### config.mk
export PLATFORM = sky130hd
export DESIGN_NAME = ccvr_top
export DESIGN_NICKNAME = d
export VERILOG_FILES = /design/src/ccvr_pkg.sv /design/src/ccvr_filt_if.sv /design/src/ccvr_top.sv /design/src/ccvr_filter.sv
export VERILOG_INCLUDE_DIRS = /design/src
export SDC_FILE = /design/constraint.sdc
export NUM_CORES = 1
export LEC_CHECK = 0
export ABC_AREA = 1
export BUFFER_PORTS_ARGS = -buffer_cell sky130_fd_sc_hd__buf_2
export CORE_MARGIN = 2
export CORE_UTILIZATION = 55
export DETAILED_ROUTE_END_ITERATION = 8
export PLACE_DENSITY = 0.77
export SETUP_SLACK_MARGIN = 0.1
export SLEW_MARGIN = 30
export SYNTH_ARGS = -nofsm -noshare
export SYNTH_HDL_FRONTEND = slang
export SYNTH_HIERARCHICAL = 1
export SYNTH_SLANG_ARGS = --single-unit
### constraint.sdc
create_clock -name clk_sys -period 6.24 [get_ports clk_sys]
set_clock_uncertainty 0.1 [all_clocks]
set_input_delay 0.312 -clock clk_sys [delete_from_list [all_inputs] [get_ports clk_sys]]
set_output_delay 0.312 -clock clk_sys [all_outputs]
set_load 0.005 [all_outputs]
### src/ccvr_regs.svh
// constants of the charge port voltage request decoder: offsets, reset values, codes, timing
// assumes a 40 MHz system clock; reference codes are in units of 100 mV of bus voltage
`ifndef CCVR_REGS_SVH
`define CCVR_REGS_SVH
`define CCVR_CLK_HZ 40000000
`define CCVR_OFS_CTRL 4'h0
`define CCVR_OFS_STATUS 4'h4
`define CCVR_OFS_VREF 4'h8
`define CCVR_CTRL_RST 32'h0000_0001
`define CCVR_CTRL_ADJ_BIT 0
`define CCVR_ST_PORT_LSB 0
`define CCVR_ST_PWR_LSB 5
`define CCVR_ST_LEGACY_BIT 9
`define CCVR_ST_OTP_BIT 10
`define CCVR_ST_CUR_BIT 11
`define CCVR_ST_DIS_BIT 12
`define CCVR_VREF_COMP_LSB 8
`define CCVR_REF_5V2 8'h34
`define CCVR_REF_9V 8'h5a
`define CCVR_REF_12V 8'h78
`define CCVR_REF_MIN 8'h24
`define CCVR_REF_TOP 8'h79
`define CCVR_REF_CLASS_MAX 8'h78
`define CCVR_REF_STEP 8'h02
`define CCVR_COMP_KNEE_MA 12'h1f4
`define CCVR_COMP_MV_PER_A 20'h0_003c
`define CCVR_MA_PER_A 20'h0_03e8
`define CCVR_FILT_MS 40
`define CCVR_NEG_MS 1000
`define CCVR_DMLOW_MS 1
`define CCVR_SS_MS 10
`define CCVR_HICCUP_MS 16
`define CCVR_PULSE_US 100
`define CCVR_FILT_CYC ((`CCVR_CLK_HZ / 1000) * `CCVR_FILT_MS)
`define CCVR_NEG_CYC ((`CCVR_CLK_HZ / 1000) * `CCVR_NEG_MS)
`define CCVR_DMLOW_CYC ((`CCVR_CLK_HZ / 1000) * `CCVR_DMLOW_MS)
`define CCVR_SS_CYC ((`CCVR_CLK_HZ / 1000) * `CCVR_SS_MS)
`define CCVR_HICCUP_CYC ((`CCVR_CLK_HZ / 1000) * `CCVR_HICCUP_MS)
`define CCVR_PULSE_CYC ((`CCVR_CLK_HZ / 1000000) * `CCVR_PULSE_US)
`endif

### src/ccvr_pkg.sv
// types of the charge port voltage request decoder
// assumes nothing beyond a SystemVerilog compiler
package ccvr_pkg;
  typedef enum logic [2:0] {
    pat_none, pat_5v2, pat_9v, pat_12v, pat_cont, pat_keep
  } ccvr_pat_t;
  typedef enum logic [4:0] {
    port_dcp = 5'b00001,
    port_negot = 5'b00010,
    port_wait_dm = 5'b00100,
    port_hv = 5'b01000,
    port_cont = 5'b10000
  } ccvr_port_t;
  typedef enum logic [3:0] {
    pwr_sstart = 4'b0001,
    pwr_run = 4'b0010,
    pwr_hiccup = 4'b0100,
    pwr_halt = 4'b1000
  } ccvr_pwr_t;
endpackage : ccvr_pkg

### src/ccvr_filt_if.sv
// carries a raw line pattern to the glitch filter and the filtered pattern back
// assumes one clock domain shared by both ends
`timescale 1ns/1ps
interface ccvr_filt_if;
  ccvr_pkg::ccvr_pat_t raw;
  ccvr_pkg::ccvr_pat_t stable;
  logic strobe;
  modport filt (input raw, output stable, output strobe);
  modport user (output raw, input stable, input strobe);
endinterface : ccvr_filt_if

### src/ccvr_top.sv
// charge port voltage request decoder: line negotiation, request decoding, fault sequencing
// assumes comparator pins are asynchronous; load_ma and pwm_cycle_start come from clk_sys logic
//
// Overview of operation
// RULE1 - power-up: lines shorted, reference at 5.2V
// RULE2 - negotiated: open short, pull D- down
// RULE3 - high-voltage mode follows decoded line patterns
// RULE4 - reference never above 12V
// RULE5 - unplug turns on output discharge sink
// RULE6 - continuous mode: one step per request
// RULE7 - patterns act only after 40ms stable
// RULE8 - portable side waits before continuous pulses
// RULE9 - increment is D+ pulse to up level
// RULE10 - pattern table selects 9V, 12V, continuous, 5.2V, keep
// RULE11 - grounded D- held by our pull-down
// RULE12 - sense over 130mV: driver off, current mode
// RULE13 - inductor overcurrent cuts switch this cycle
// RULE14 - short circuit: timed hiccup restarts
// RULE15 - overvoltage shuts down, auto resume
// RULE16 - overtemperature shutdown, restart below 130C
// RULE17 - cable compensation 60mV/A above 500mA
// RULE18 - incompatible device: fixed 5.2V, no adjust
// RULE19 - steps within 3.6V to 12V
// RULE20 - D- pulse to down level decrements
// RULE21 - out of range steps are ignored
`timescale 1ns/1ps
`include "ccvr_regs.svh"
module ccvr_top #(
  parameter int FILT_CYC = `CCVR_FILT_CYC,
  parameter int NEG_CYC = `CCVR_NEG_CYC,
  parameter int DMLOW_CYC = `CCVR_DMLOW_CYC,
  parameter int SS_CYC = `CCVR_SS_CYC,
  parameter int HICCUP_CYC = `CCVR_HICCUP_CYC,
  parameter int PULSE_CYC = `CCVR_PULSE_CYC
) (
  input wire logic clk_sys,
  input wire logic srst,
  input wire logic [3:0] avs_address,
  input wire logic avs_read,
  input wire logic avs_write,
  input wire logic [31:0] avs_writedata,
  output logic [31:0] avs_readdata,
  output logic avs_waitrequest,
  input wire logic dp_above_ref,
  input wire logic dp_above_sel,
  input wire logic dm_above_ref,
  input wire logic dm_above_sel,
  input wire logic sense_over,
  input wire logic ilim_over,
  input wire logic short_det,
  input wire logic vout_over,
  input wire logic temp_hot,
  input wire logic temp_cool,
  input wire logic vout_safe,
  input wire logic [11:0] load_ma,
  input wire logic pwm_cycle_start,
  output logic line_short_en,
  output logic dminus_pulldown_en,
  output logic [7:0] vref_code,
  output logic [7:0] comp_mv,
  output logic conv_en,
  output logic soft_start,
  output logic hs_allow,
  output logic discharge_en,
  output logic constant_current_mode,
  output logic constant_voltage_mode
);
  if (FILT_CYC < 2 || NEG_CYC < 2 || DMLOW_CYC < 2 || SS_CYC < 2 || HICCUP_CYC < 2
      || PULSE_CYC < 2) begin : g_chk
    $error("timing counts must be at least 2");
  end
  function automatic ccvr_pkg::ccvr_pat_t decode_pat(input logic [3:0] l);
    // l = {dp_ref, dp_sel, dm_ref, dm_sel}
    decode_pat = ccvr_pkg::pat_keep;
    if (!l[3]) decode_pat = ccvr_pkg::pat_none;
    else if (l[2] && l[0]) decode_pat = ccvr_pkg::pat_cont;
    else if (l[2] && l[1]) decode_pat = ccvr_pkg::pat_9v;
    else if (!l[2] && l[1] && !l[0]) decode_pat = ccvr_pkg::pat_12v;
    else if (!l[2] && !l[1]) decode_pat = ccvr_pkg::pat_5v2;
  endfunction : decode_pat
  function automatic logic [7:0] step_ref(input logic [7:0] r, input logic up);
    step_ref = r;
    if (up && r <= `CCVR_REF_CLASS_MAX - `CCVR_REF_STEP) step_ref = r + `CCVR_REF_STEP;
    if (!up && r >= `CCVR_REF_MIN + `CCVR_REF_STEP) step_ref = r - `CCVR_REF_STEP; // RULE19
  endfunction : step_ref
  function automatic logic [7:0] comp_of(input logic [11:0] ma);
    logic [19:0] p;
    p = 20'(ma) * `CCVR_COMP_MV_PER_A;
    comp_of = (ma <= `CCVR_COMP_KNEE_MA) ? 8'h00 : 8'(p / `CCVR_MA_PER_A);
  endfunction : comp_of

  // two-stage synchronisers for pins
  logic [10:0] s1_r, s2_r, s1_nxt, s2_nxt;
  logic dp_ref, dp_sel, dm_ref, dm_sel, sense_s, ilim_s, short_s, ov_s, hot_s, cool_s, safe_s;
  always_comb begin
    s1_nxt = {dp_above_ref, dp_above_sel, dm_above_ref, dm_above_sel, sense_over, ilim_over,
              short_det, vout_over, temp_hot, temp_cool, vout_safe};
    s2_nxt = s1_r;
  end
  always_ff @(posedge clk_sys) begin
    if (srst) begin
      s1_r <= '0;
      s2_r <= '0;
    end else begin
      s1_r <= s1_nxt;
      s2_r <= s2_nxt;
    end
  end
  assign {dp_ref, dp_sel, dm_ref, dm_sel, sense_s, ilim_s, short_s, ov_s, hot_s, cool_s,
          safe_s} = s2_r;

  ccvr_filt_if fif();
  assign fif.raw = decode_pat({dp_ref, dp_sel, dm_ref, dm_sel}); // RULE10 RULE11
  ccvr_filter #(.FILT_CYC(FILT_CYC)) u_filter (
    .clk_sys(clk_sys),
    .srst(srst),
    .fif(fif)
  );

  // register bus
  logic ack_r, ack_nxt;
  logic [31:0] ctrl_r, ctrl_nxt, rdata_r, rdata_nxt, status_w, vref_w;
  logic adj_en;
  assign adj_en = ctrl_r[`CCVR_CTRL_ADJ_BIT];
  always_comb begin
    ack_nxt = (avs_read || avs_write) && !ack_r;
    ctrl_nxt = ctrl_r;
    rdata_nxt = rdata_r;
    if (avs_write && ack_r && avs_address == `CCVR_OFS_CTRL) ctrl_nxt[0] = avs_writedata[0];
    if (avs_read && ack_nxt) begin
      unique case (avs_address)
        `CCVR_OFS_CTRL: rdata_nxt = ctrl_r;
        `CCVR_OFS_STATUS: rdata_nxt = status_w;
        `CCVR_OFS_VREF: rdata_nxt = vref_w;
        default: rdata_nxt = 32'h0000_0000;
      endcase
    end
  end
  always_ff @(posedge clk_sys) begin
    if (srst) begin
      ack_r <= 1'b0;
      ctrl_r <= `CCVR_CTRL_RST;
      rdata_r <= 32'h0000_0000;
    end else begin
      ack_r <= ack_nxt;
      ctrl_r <= ctrl_nxt;
      rdata_r <= rdata_nxt;
    end
  end
  assign avs_waitrequest = (avs_read || avs_write) && !ack_r;
  assign avs_readdata = rdata_r;

  // port negotiation and voltage request decoding
  ccvr_pkg::ccvr_port_t port_r, port_nxt;
  logic [31:0] pcnt_r, pcnt_nxt;
  logic [7:0] ref_r, ref_nxt, comp_r, comp_nxt;
  logic legacy_r, legacy_nxt, dis_r, dis_nxt, short_r, short_nxt, pdn_r, pdn_nxt;
  logic inc_arm_r, inc_arm_nxt, dec_arm_r, dec_arm_nxt;
  logic [31:0] inc_cnt_r, inc_cnt_nxt, dec_cnt_r, dec_cnt_nxt;
  logic inc_ev, dec_ev, dp_mid;
  assign dp_mid = dp_ref && !dp_sel;
  assign inc_ev = inc_arm_r && dp_sel && inc_cnt_r == 32'(PULSE_CYC - 1); // RULE9
  assign dec_ev = dec_arm_r && !dm_sel && dec_cnt_r == 32'(PULSE_CYC - 1); // RULE20
  always_comb begin
    port_nxt = port_r;
    pcnt_nxt = pcnt_r + 32'h0000_0001;
    ref_nxt = ref_r;
    legacy_nxt = legacy_r;
    dis_nxt = dis_r && !safe_s; // RULE5
    inc_arm_nxt = inc_arm_r || !dp_sel; // RULE8
    dec_arm_nxt = dec_arm_r || dm_sel;
    inc_cnt_nxt = (inc_arm_r && dp_sel) ? inc_cnt_r + 32'h0000_0001 : 32'h0000_0000;
    dec_cnt_nxt = (dec_arm_r && !dm_sel) ? dec_cnt_r + 32'h0000_0001 : 32'h0000_0000;
    unique case (port_r)
      ccvr_pkg::port_dcp: begin
        ref_nxt = `CCVR_REF_5V2; // RULE1
        if (!dp_ref) legacy_nxt = 1'b0;
        pcnt_nxt = 32'h0000_0000;
        if (dp_mid && !legacy_r && adj_en) port_nxt = ccvr_pkg::port_negot;
      end
      ccvr_pkg::port_negot: begin
        if (!dp_mid) begin
          port_nxt = ccvr_pkg::port_dcp;
          legacy_nxt = 1'b1; // RULE18
        end else if (pcnt_r == 32'(NEG_CYC - 1)) begin
          port_nxt = ccvr_pkg::port_wait_dm;
          pcnt_nxt = 32'h0000_0000;
        end
      end
      ccvr_pkg::port_wait_dm: begin
        if (!dp_ref) begin
          port_nxt = ccvr_pkg::port_dcp;
        end else if (dm_ref) begin
          pcnt_nxt = 32'h0000_0000;
        end else if (pcnt_r == 32'(DMLOW_CYC - 1)) begin
          port_nxt = ccvr_pkg::port_hv; // RULE2
        end
      end
      ccvr_pkg::port_hv, ccvr_pkg::port_cont: begin
        if (port_r == ccvr_pkg::port_cont && (inc_ev || dec_ev)) begin
          ref_nxt = step_ref(ref_r, inc_ev); // RULE6 RULE21
          inc_arm_nxt = inc_arm_r && !inc_ev;
          dec_arm_nxt = dec_arm_r && !dec_ev;
        end
        if (fif.strobe) begin // RULE3
          unique case (fif.stable)
            ccvr_pkg::pat_5v2: begin
              ref_nxt = `CCVR_REF_5V2;
              port_nxt = ccvr_pkg::port_hv;
            end
            ccvr_pkg::pat_9v: begin
              ref_nxt = `CCVR_REF_9V;
              port_nxt = ccvr_pkg::port_hv;
            end
            ccvr_pkg::pat_12v: begin
              ref_nxt = `CCVR_REF_12V; // RULE4
              port_nxt = ccvr_pkg::port_hv;
            end
            ccvr_pkg::pat_cont: begin
              port_nxt = ccvr_pkg::port_cont;
              inc_arm_nxt = 1'b0;
              dec_arm_nxt = 1'b0;
            end
            ccvr_pkg::pat_none: begin
              port_nxt = ccvr_pkg::port_dcp;
              ref_nxt = `CCVR_REF_5V2;
              dis_nxt = 1'b1; // RULE5
            end
            ccvr_pkg::pat_keep: ref_nxt = ref_nxt;
          endcase
        end
        if (!adj_en) begin
          port_nxt = ccvr_pkg::port_dcp;
          ref_nxt = `CCVR_REF_5V2;
        end
      end
      default: port_nxt = ccvr_pkg::port_dcp;
    endcase
    short_nxt = (port_nxt == ccvr_pkg::port_dcp) || (port_nxt == ccvr_pkg::port_negot);
    pdn_nxt = !short_nxt; // RULE11
    comp_nxt = comp_of(load_ma); // RULE17
  end
  always_ff @(posedge clk_sys) begin
    if (srst) begin
      port_r <= ccvr_pkg::port_dcp;
      pcnt_r <= 32'h0000_0000;
      ref_r <= `CCVR_REF_5V2;
      comp_r <= 8'h00;
      legacy_r <= 1'b0;
      dis_r <= 1'b0;
      short_r <= 1'b1;
      pdn_r <= 1'b0;
      inc_arm_r <= 1'b0;
      dec_arm_r <= 1'b0;
      inc_cnt_r <= 32'h0000_0000;
      dec_cnt_r <= 32'h0000_0000;
    end else begin
      port_r <= port_nxt;
      pcnt_r <= pcnt_nxt;
      ref_r <= ref_nxt;
      comp_r <= comp_nxt;
      legacy_r <= legacy_nxt;
      dis_r <= dis_nxt;
      short_r <= short_nxt;
      pdn_r <= pdn_nxt;
      inc_arm_r <= inc_arm_nxt;
      dec_arm_r <= dec_arm_nxt;
      inc_cnt_r <= inc_cnt_nxt;
      dec_cnt_r <= dec_cnt_nxt;
    end
  end

  // fault sequencing and switch gating
  ccvr_pkg::ccvr_pwr_t pwr_r, pwr_nxt;
  logic [31:0] wcnt_r, wcnt_nxt;
  logic otp_r, otp_nxt, ilim_r, ilim_nxt, hs_r, hs_nxt, cur_r, cur_nxt;
  always_comb begin
    pwr_nxt = pwr_r;
    wcnt_nxt = wcnt_r + 32'h0000_0001;
    otp_nxt = hot_s || (otp_r && !cool_s); // RULE16
    ilim_nxt = ilim_s || (ilim_r && !pwm_cycle_start); // RULE13
    unique case (pwr_r)
      ccvr_pkg::pwr_sstart: if (wcnt_r == 32'(SS_CYC - 1)) pwr_nxt = ccvr_pkg::pwr_run;
      ccvr_pkg::pwr_run: wcnt_nxt = 32'h0000_0000;
      ccvr_pkg::pwr_hiccup: if (wcnt_r == 32'(HICCUP_CYC - 1)) pwr_nxt = ccvr_pkg::pwr_sstart;
      ccvr_pkg::pwr_halt: if (!otp_r && !ov_s) pwr_nxt = ccvr_pkg::pwr_sstart; // RULE15
      default: pwr_nxt = ccvr_pkg::pwr_halt;
    endcase
    if (pwr_r != ccvr_pkg::pwr_halt && pwr_r != ccvr_pkg::pwr_hiccup && short_s) begin
      pwr_nxt = ccvr_pkg::pwr_hiccup; // RULE14
    end
    if (otp_nxt || ov_s) pwr_nxt = ccvr_pkg::pwr_halt; // RULE15 RULE16
    if (pwr_nxt != pwr_r) wcnt_nxt = 32'h0000_0000;
    cur_nxt = sense_s; // RULE12
    hs_nxt = (pwr_nxt == ccvr_pkg::pwr_run || pwr_nxt == ccvr_pkg::pwr_sstart)
             && !ilim_nxt && !sense_s; // RULE12 RULE13
  end
  always_ff @(posedge clk_sys) begin
    if (srst) begin
      pwr_r <= ccvr_pkg::pwr_sstart;
      wcnt_r <= 32'h0000_0000;
      otp_r <= 1'b0;
      ilim_r <= 1'b0;
      hs_r <= 1'b0;
      cur_r <= 1'b0;
    end else begin
      pwr_r <= pwr_nxt;
      wcnt_r <= wcnt_nxt;
      otp_r <= otp_nxt;
      ilim_r <= ilim_nxt;
      hs_r <= hs_nxt;
      cur_r <= cur_nxt;
    end
  end

  always_comb begin
    status_w = 32'h0000_0000;
    status_w[`CCVR_ST_PORT_LSB +: 5] = port_r;
    status_w[`CCVR_ST_PWR_LSB +: 4] = pwr_r;
    status_w[`CCVR_ST_LEGACY_BIT] = legacy_r;
    status_w[`CCVR_ST_OTP_BIT] = otp_r;
    status_w[`CCVR_ST_CUR_BIT] = cur_r;
    status_w[`CCVR_ST_DIS_BIT] = dis_r;
    vref_w = {16'h0000, comp_r, ref_r};
  end
  assign line_short_en = short_r;
  assign dminus_pulldown_en = pdn_r;
  assign vref_code = ref_r;
  assign comp_mv = comp_r;
  assign conv_en = pwr_r == ccvr_pkg::pwr_run || pwr_r == ccvr_pkg::pwr_sstart;
  assign soft_start = pwr_r == ccvr_pkg::pwr_sstart;
  assign hs_allow = hs_r;
  assign discharge_en = dis_r;
  assign constant_current_mode = cur_r;
  assign constant_voltage_mode = !cur_r;
endmodule : ccvr_top

### src/ccvr_filter.sv
// glitch filter: commits a line pattern after it held unchanged for the filter count
// assumes raw comes from synchronised logic on clk_sys
`timescale 1ns/1ps
`include "ccvr_regs.svh"
module ccvr_filter #(
  parameter int FILT_CYC = `CCVR_FILT_CYC
) (
  input wire logic clk_sys,
  input wire logic srst,
  ccvr_filt_if.filt fif
);
  localparam int CW = $clog2(FILT_CYC + 1);
  localparam logic [CW-1:0] CNT_LAST = CW'(FILT_CYC - 1);
  if (FILT_CYC < 2) begin : g_chk
    $error("filter count too small");
  end
  ccvr_pkg::ccvr_pat_t cand_r, cand_nxt, stable_r, stable_nxt;
  logic [CW-1:0] cnt_r, cnt_nxt;
  logic strobe_r, strobe_nxt;
  always_comb begin
    cand_nxt = cand_r;
    cnt_nxt = cnt_r;
    stable_nxt = stable_r;
    strobe_nxt = 1'b0;
    if (fif.raw != cand_r) begin
      cand_nxt = fif.raw;
      cnt_nxt = '0;
    end else if (cnt_r != CNT_LAST) begin
      cnt_nxt = cnt_r + 1'b1;
    end else if (stable_r != cand_r) begin
      stable_nxt = cand_r; // RULE7
      strobe_nxt = 1'b1;
    end
  end
  always_ff @(posedge clk_sys) begin
    if (srst) begin
      cand_r <= ccvr_pkg::pat_none;
      stable_r <= ccvr_pkg::pat_none;
      cnt_r <= '0;
      strobe_r <= 1'b0;
    end else begin
      cand_r <= cand_nxt;
      stable_r <= stable_nxt;
      cnt_r <= cnt_nxt;
      strobe_r <= strobe_nxt;
    end
  end
  assign fif.stable = stable_r;
  assign fif.strobe = strobe_r;
endmodule : ccvr_filter

After elaboration in Yosys (flattened, before gate mapping)
Index checks and enable logic that the tools add are counted.
{ "word_totals": {"reg_bits": 247, "out_inout_bits": 57, "wordCells": 195, "in_bits": 64} }
{ "op_classes": {"div_mod_pow": 1, "addsub": 7, "n_eq_ne": 33, "n_reduce_logical": 70, "multipliers": 1, "n_bitwise": 4, "magnitude_cmp": 3, "n_mux": 49} }
{ "ops": {"columns": ["cell", "count"], "rows": [
  ["$add 32x1->32 const B", 4],
  ["$mux 32", 4],
  ["$pmux 32 s3", 1],
  ["$eq 32x12->1 const B", 2],
  ["$pmux 16 s3", 1],
  ["$mux 5", 8],
  ["$mux 8", 5],
  ["$eq 32x16->1 const B", 1],
  ["$eq 32x19->1 const B", 1],
  ["$eq 32x20->1 const B", 1],
  ["$eq 32x26->1 const B", 1],
  ["$logic_and 1x1->1", 29],
  ["$pmux 8 s3", 1],
  ["$add 21x1->21 const B", 1],
  ["$ne 21x21->1 const B", 1],
  ["$div 18x10->20 const B", 1],
  ["$mux 4", 5],
  ["$pmux 5 s4", 1],
  ["$logic_not 1->1", 16],
  ["$mul 12x4->16 const B", 1],
  ["$pmux 4 s4", 1],
  ["$pmux 8 s2", 1],
  ["$mux 3", 5],
  ["$pmux 5 s3", 1],
  ["other kinds (32)", 75]
]} }

Depth between registers and ports, before layout
{ "depth": {"word_depth": 10, "mapped_depth": 61, "depth_no_buf": 61} }

Cells and area by module
Netlist, hierarchy kept.
{ "modules_own_cells": {"columns": ["module", "area_per_inst_um2", "cells_each", "seq_area_each_um2", "n_inst"], "rows": [
  ["ccvr_top", 12540.8, 1858, 4043.9, 1],
  ["ccvr_filter", 1497.7, 213, 560.5, 1]
]} }

Least setup slack after synthesis
No wires, ideal clock.
{ "synth_timing": {"kind": "input to register", "start": "in load_ma[9]", "end": "reg comp_r[0] (netlist: comp_mv[0])", "t_arrival_ns": 6.004, "setup_slack_ns": -0.018, "stages": 51, "path_buffers": 0, "path_cell_list": "inv_1 -> fa_1 -> fa_1 -> inv_1 -> ha_1 -> nand2_1 -> inv_1 -> a21oi_1 -> nand4_1 -> nand2_1 -> nand2_1 -> nor2_4 -> nand3_2 -> nand3_2 -> nand3_2 -> nand2_1 -> nand2_1 -> nand2_2 -> [15 not listed] -> nand3_2 -> nand2_2 -> nand2_1 -> nand3_2 -> nor2_4 -> nand2_4 -> nand2_4 -> nand2_1 -> nand2_1 -> nor2_2 -> nor2_2 -> nand2_2 -> nand3_1 -> nand2_1 -> nand2_1 -> nand2_1 -> nand2_1 -> a21oi_2"} }
{ "synth_between": {"elab_chain_cells": 2, "elab_cells_between_ends": 4, "cone_classes": "mul (1); div (1); order compare (1); reduce/logical (1)"} }
{ "synth_lines": {"columns": ["element", "line_no", "text"], "rows": [
  ["from (decl)", "ccvr_top.sv:55", "input wire logic [11:0] load_ma,"],
  ["$mul 12x4->16 (no line) or $le 12x9->1 (tied branches)", null, null],
  ["$div 18x10->20 (no line) or $reduce_or 2->1 (tied branches)", null, null],
  ["to (signal assigned)", "ccvr_top.sv:261", "comp_r <= comp_nxt;"],
  ["to (decl)", "ccvr_top.sv:156", "logic [7:0] ref_r, ref_nxt, comp_r, comp_nxt;"]
]} }
Several ways; a longest one is shown, not always the timed one.
A chain may end at the register's enable or synchronous reset.

Final worst setup path
{ "layout_timing": {"start": "in load_ma[4]", "end": "reg comp_r[0] (netlist: comp_mv[0])"} }
Same word-level chain as after synthesis.

==> impl_metrics.env <==
export IMPL_whs_path_depth=4
export IMPL_via_count=14200
export IMPL_max_vdd_ir_drop_mv=0.591
export IMPL_clock_root_buffer="sky130_fd_sc_hd__clkbuf_16"
export IMPL_grtUsageTotal_pct=26.0
export IMPL_timing_rr_end="dec_cnt_r[30]"
export IMPL_ys_top_cells_by_area="sky130_fd_sc_hd__dfxtp_1, sky130_fd_sc_hd__nand2_1, sky130_fd_sc_hd__inv_1, sky130_fd_sc_hd__nor2_1, sky130_fd_sc_hd__nand3_1"
export IMPL_clkTransAtPathRegs_ns=0.06
export IMPL_fmax_mhz=148
export IMPL_number_of_nets_in_the_final_layout=2420
export IMPL_max_cap_viol_count=0
export IMPL_post_synth_top_area_fraction_pct=32.8
export IMPL_timing_setup_critical_path_class="in -> reg"
export IMPL_post_synth_inst_count=2071
export IMPL_initial_standard_cell_utilization_of_the_core_pct=55.9
export IMPL_seqPwrFrac_pct=14.9
export IMPL_yosys_cell_types_count=65
export IMPL_cts_path_max_buffers=3
export IMPL_multi_input_comb_area_mm2=0.00868
export IMPL_firstDrtPassIters=6
export IMPL_fp_row_count=58
export IMPL_first_drt_iteration_drcs=1116
export IMPL_cp_max_fo=7
export IMPL_crit_top_cell="sky130_fd_sc_hd__nand2_2"
export IMPL_data_arrival_critical_path_ns=7.08
export IMPL_worst_ep_required_time_ns=6.55
export IMPL_dominantRegCellSynth="sky130_fd_sc_hd__dfxtp_1"
export IMPL_worstHoldPathType="in -> reg"
export IMPL_synthesis_yosys_warnings=6
export IMPL_stdcell_count=2652
export IMPL_kind_of_capture_point_of_the_worst_setup_path="flip-flop"
export IMPL_worstPathBufferInverterCount=8
export IMPL_maxSlewHeadroom_pct=34.1
export IMPL_cpLargestDelayFamily="simple AND/OR/NAND/NOR gates"
export IMPL_run_status="complete, but fails checks"
export IMPL_power_per_standard_cell_area_mw_per_mm2=591
export IMPL_final_common_cell="sky130_fd_sc_hd__nand2_1"
export IMPL_setup_slack_ns=-0.535
export IMPL_totalWireLength_um=37100
export IMPL_post_place_cells=2565
export IMPL_synth_async_reset_ratio_pct=0
export IMPL_layout_drive_gt1_share_pct=21.3
export IMPL_areaGrowthSynthToFinish_pct=25.2
export IMPL_clock_power_share_pct=16.7
export IMPL_final_max_slew_violation_count=0
export IMPL_cp_slowest_stage_delay_ns=0.53
export IMPL_placeableCoreArea_mm2=0.0251
export IMPL_static_leakage_power_nw=7.44
export IMPL_cts_htree_levels=1
export IMPL_dieArea_mm2=0.0268
export IMPL_post_synth_cell_area_avg_um2=6.78
export IMPL_number_of_global_route_vias_before_repair=13100
export IMPL_min_period_over_period_pct=109
export IMPL_setup_violations_final=2
export IMPL_ys_seq_elements=230
export IMPL_placement_io_buffers=72
export IMPL_post_drt_wl_per_cell_um=14.0
export IMPL_fillerInstances=1976
export IMPL_power_combinational_fraction_pct=68.4
export IMPL_sw_frac_of_total_pct=47.2
export IMPL_sequential_cell_area_mm2=0.00460
export IMPL_number_of_antenna_violations_at_the_first_check_in_global_routing=3
export IMPL_place_worst_setup_slack_ns=-0.782
export IMPL_horizontal_die_dimension_um=164
export IMPL_ff2ff_path_depth=23
export IMPL_mostFrequentLayoutCells="sky130_fd_sc_hd__nand2_1, sky130_fd_sc_hd__inv_1, sky130_fd_sc_hd__nor2_1"
export IMPL_hpwlAfterDp_um=26000
export IMPL_holdPathEnd="ilim_r"
export IMPL_cpMaxStageDelayCell="sky130_fd_sc_hd__fa_1"
export IMPL_synth_edf_count=0
export IMPL_timing_reg2reg_setup_slack_ns=2.40
export IMPL_yosys_area_top_type="sky130_fd_sc_hd__dfxtp_1"
export IMPL_final_hold_violation_count=0
export IMPL_first_pass_grt_wire_length_um=58600
export IMPL_grt_start_max_net_pins=50
export IMPL_clock_insertion_delay_at_the_later_pin_of_the_skew_report_ns=0.55
export IMPL_power_switching_mw=4.91
export IMPL_cts_tree="yes"
export IMPL_synth_cell_area_mm2=0.0140
export IMPL_cts_sinks=230
export IMPL_worstMarginPinSlew_ns=0.979
export IMPL_rsz_0062_raised_after_global_routing="yes"
export IMPL_worstHoldStart="pwm_cycle_start"
export IMPL_violations="setup timing"
export IMPL_number_of_clock_buffers_inserted_by_tritoncts=26
export IMPL_die_height_um=164
export IMPL_cp_start_kind="input port"
export IMPL_drt_drc_violations_left=0
export IMPL_worst_r2r_startpoint="dec_cnt_r[0]"
export IMPL_final_antenna_net_count=0
export IMPL_p_int_mw=5.49
export IMPL_final_period_minus_worst_setup_slack_ns=6.78
export IMPL_i_o_pin_total=121
export IMPL_gpl_final_weighted_congestion=0.935
export IMPL_aggregate_global_routing_overflow=0
export IMPL_synth_seq_area_share_pct=32.8
export IMPL_post_drt_via_cell_ratio=5.34
## how the worst max path moves through the flow
stage                     startpoint    endpoint  cells after the start
after floorplan           load_ma[9]  comp_mv[0]                     51
after global placement    load_ma[4]  comp_mv[0]                     57
after detailed placement  load_ma[0]  comp_mv[0]                     55
after CTS                 load_ma[7]  comp_mv[0]                     53
after global routing      load_ma[4]  comp_mv[0]                     53
final                     load_ma[4]  comp_mv[0]                     54
## metrics by stage
| stage | power (mW) | utilization, % | hold slack [ns] | instance area (um2) | TNS, ns |
|---|---|---|---|---|---|
| CTS | 9.08 | 67.0 | 0.0180 | 16800 | -0.198 |
| global route | 11.1 | 70.0 | 0.0703 | 17600 | -1.60 |
| finish | 10.4 | 70.0 | 0.0357 | 17600 | -0.828 |
| global placement | 7.16 | 62.4 | 0.291 | 15700 | -0.752 |
| detailed placement | 7.28 | 62.4 | 0.295 | 15700 | -1.33 |
| floorplan | 5.58 | - | 0.283 | 14200 | 0 |
## worst min-delay path: cells and delay by family
kind | cells | cell delay (ns)
AO/OA/AOI/OAI | 1 | 0.11
buffers and inverters | 2 | 0.13
AND/OR/NAND/NOR | 1 | 0.09
## state kept, by name, indices dropped and copies added, names as in the netlist, 5 cells and up
signal	cells
wcnt_r	32
s2_r	11
vref_code	7
port_r	5
u_filter/cnt_r	21
avs_readdata	16
s1_r	11
inc_cnt_r	32
comp_mv	8
dec_cnt_r	32
pcnt_r	32
## power by group through the flow
stage	Combinational (mW)	Clock [mW]	Sequential (mW)
6_report	7.11	1.74	1.54
5_1_grt	7.76	1.82	1.55
4_1_cts	5.78	1.75	1.54
3_5_place_dp	5.70	0	1.58
3_3_place_gp	5.59	0	1.58
2_1_floorplan	4.02	0	1.56
## logic make-up (layout without fill, tap and decap cells)
family | count (synthesis) | after routing | synth area share (%)
AND/OR/NAND/NOR | 1090 | 1092 | 36.4
other | 1 | 19 | 0.0267
AO/OA/AOI/OAI | 245 | 245 | 9.91
adder cells (fa/ha/maj) | 56 | 56 | 6.11
buffers and inverters | 388 | 619 | 10.9
XOR/XNOR | 61 | 61 | 3.81
flip-flops | 230 | 230 | 32.8
## cells in the mapped netlist (6+ instances only)
library cell / instances
sky130_fd_sc_hd__nand3_2: 11
sky130_fd_sc_hd__dfxtp_1: 230
sky130_fd_sc_hd__buf_4: 17
sky130_fd_sc_hd__nand2_4: 7
sky130_fd_sc_hd__nor3_1: 70
sky130_fd_sc_hd__o21ai_1: 9
sky130_fd_sc_hd__a21oi_1: 117
sky130_fd_sc_hd__xor2_1: 46
sky130_fd_sc_hd__a211oi_1: 6
sky130_fd_sc_hd__ha_1: 35
sky130_fd_sc_hd__inv_1: 331
sky130_fd_sc_hd__xnor2_1: 15
sky130_fd_sc_hd__nand2_2: 23
sky130_fd_sc_hd__o21a_1: 9
sky130_fd_sc_hd__nand4_1: 45
sky130_fd_sc_hd__o22ai_1: 6
sky130_fd_sc_hd__fa_1: 21
sky130_fd_sc_hd__clkbuf_1: 14
sky130_fd_sc_hd__nor2_2: 6
sky130_fd_sc_hd__or2_2: 10
sky130_fd_sc_hd__nor3b_1: 13
sky130_fd_sc_hd__nand3b_1: 7
sky130_fd_sc_hd__nor2_1: 260
sky130_fd_sc_hd__nor2_4: 14
sky130_fd_sc_hd__nand2_1: 430
sky130_fd_sc_hd__a31oi_1: 6
sky130_fd_sc_hd__inv_2: 14
sky130_fd_sc_hd__nor4_1: 50
sky130_fd_sc_hd__o21ai_0: 61
sky130_fd_sc_hd__nand3_1: 122
sky130_fd_sc_hd__o31ai_1: 6
## timing repair
action,in CTS,in global routing
endpoints found under the setup margin,2,3
hold buffers,15,0
endpoints found under the hold margin,13,0
pin swaps,1,71
gates cloned,1,2
buffers inserted,1,18
resized for setup,6,161
## final cells by class
class,instances,area share (%)
Clock buffer,33,4.02
Timing Repair inverter,1,0.0427
Tap cell,330,2.35
Timing Repair Buffer,219,8.71
Sequential cell,230,26.2
Clock inverter,15,1.55
Multi-Input combinational cell,1471,49.4
Inverter,351,7.73
Antenna cell,2,0.0285
## per-layer routing
| metal | GRT usage (%) | wire [um] | vias to the layer above |
|---|---|---|---|
| li1 | - | - | 7097 |
| met1 | 32.6 | 15800 | 6552 |
| met2 | 45.8 | 17900 | 430 |
| met3 | 4.02 | 2220 | 93 |
| met4 | 7.93 | 1170 | 2 |
| met5 | 0 | 8 | - |
No activity file was read; power rests on OpenSTA's default activity.
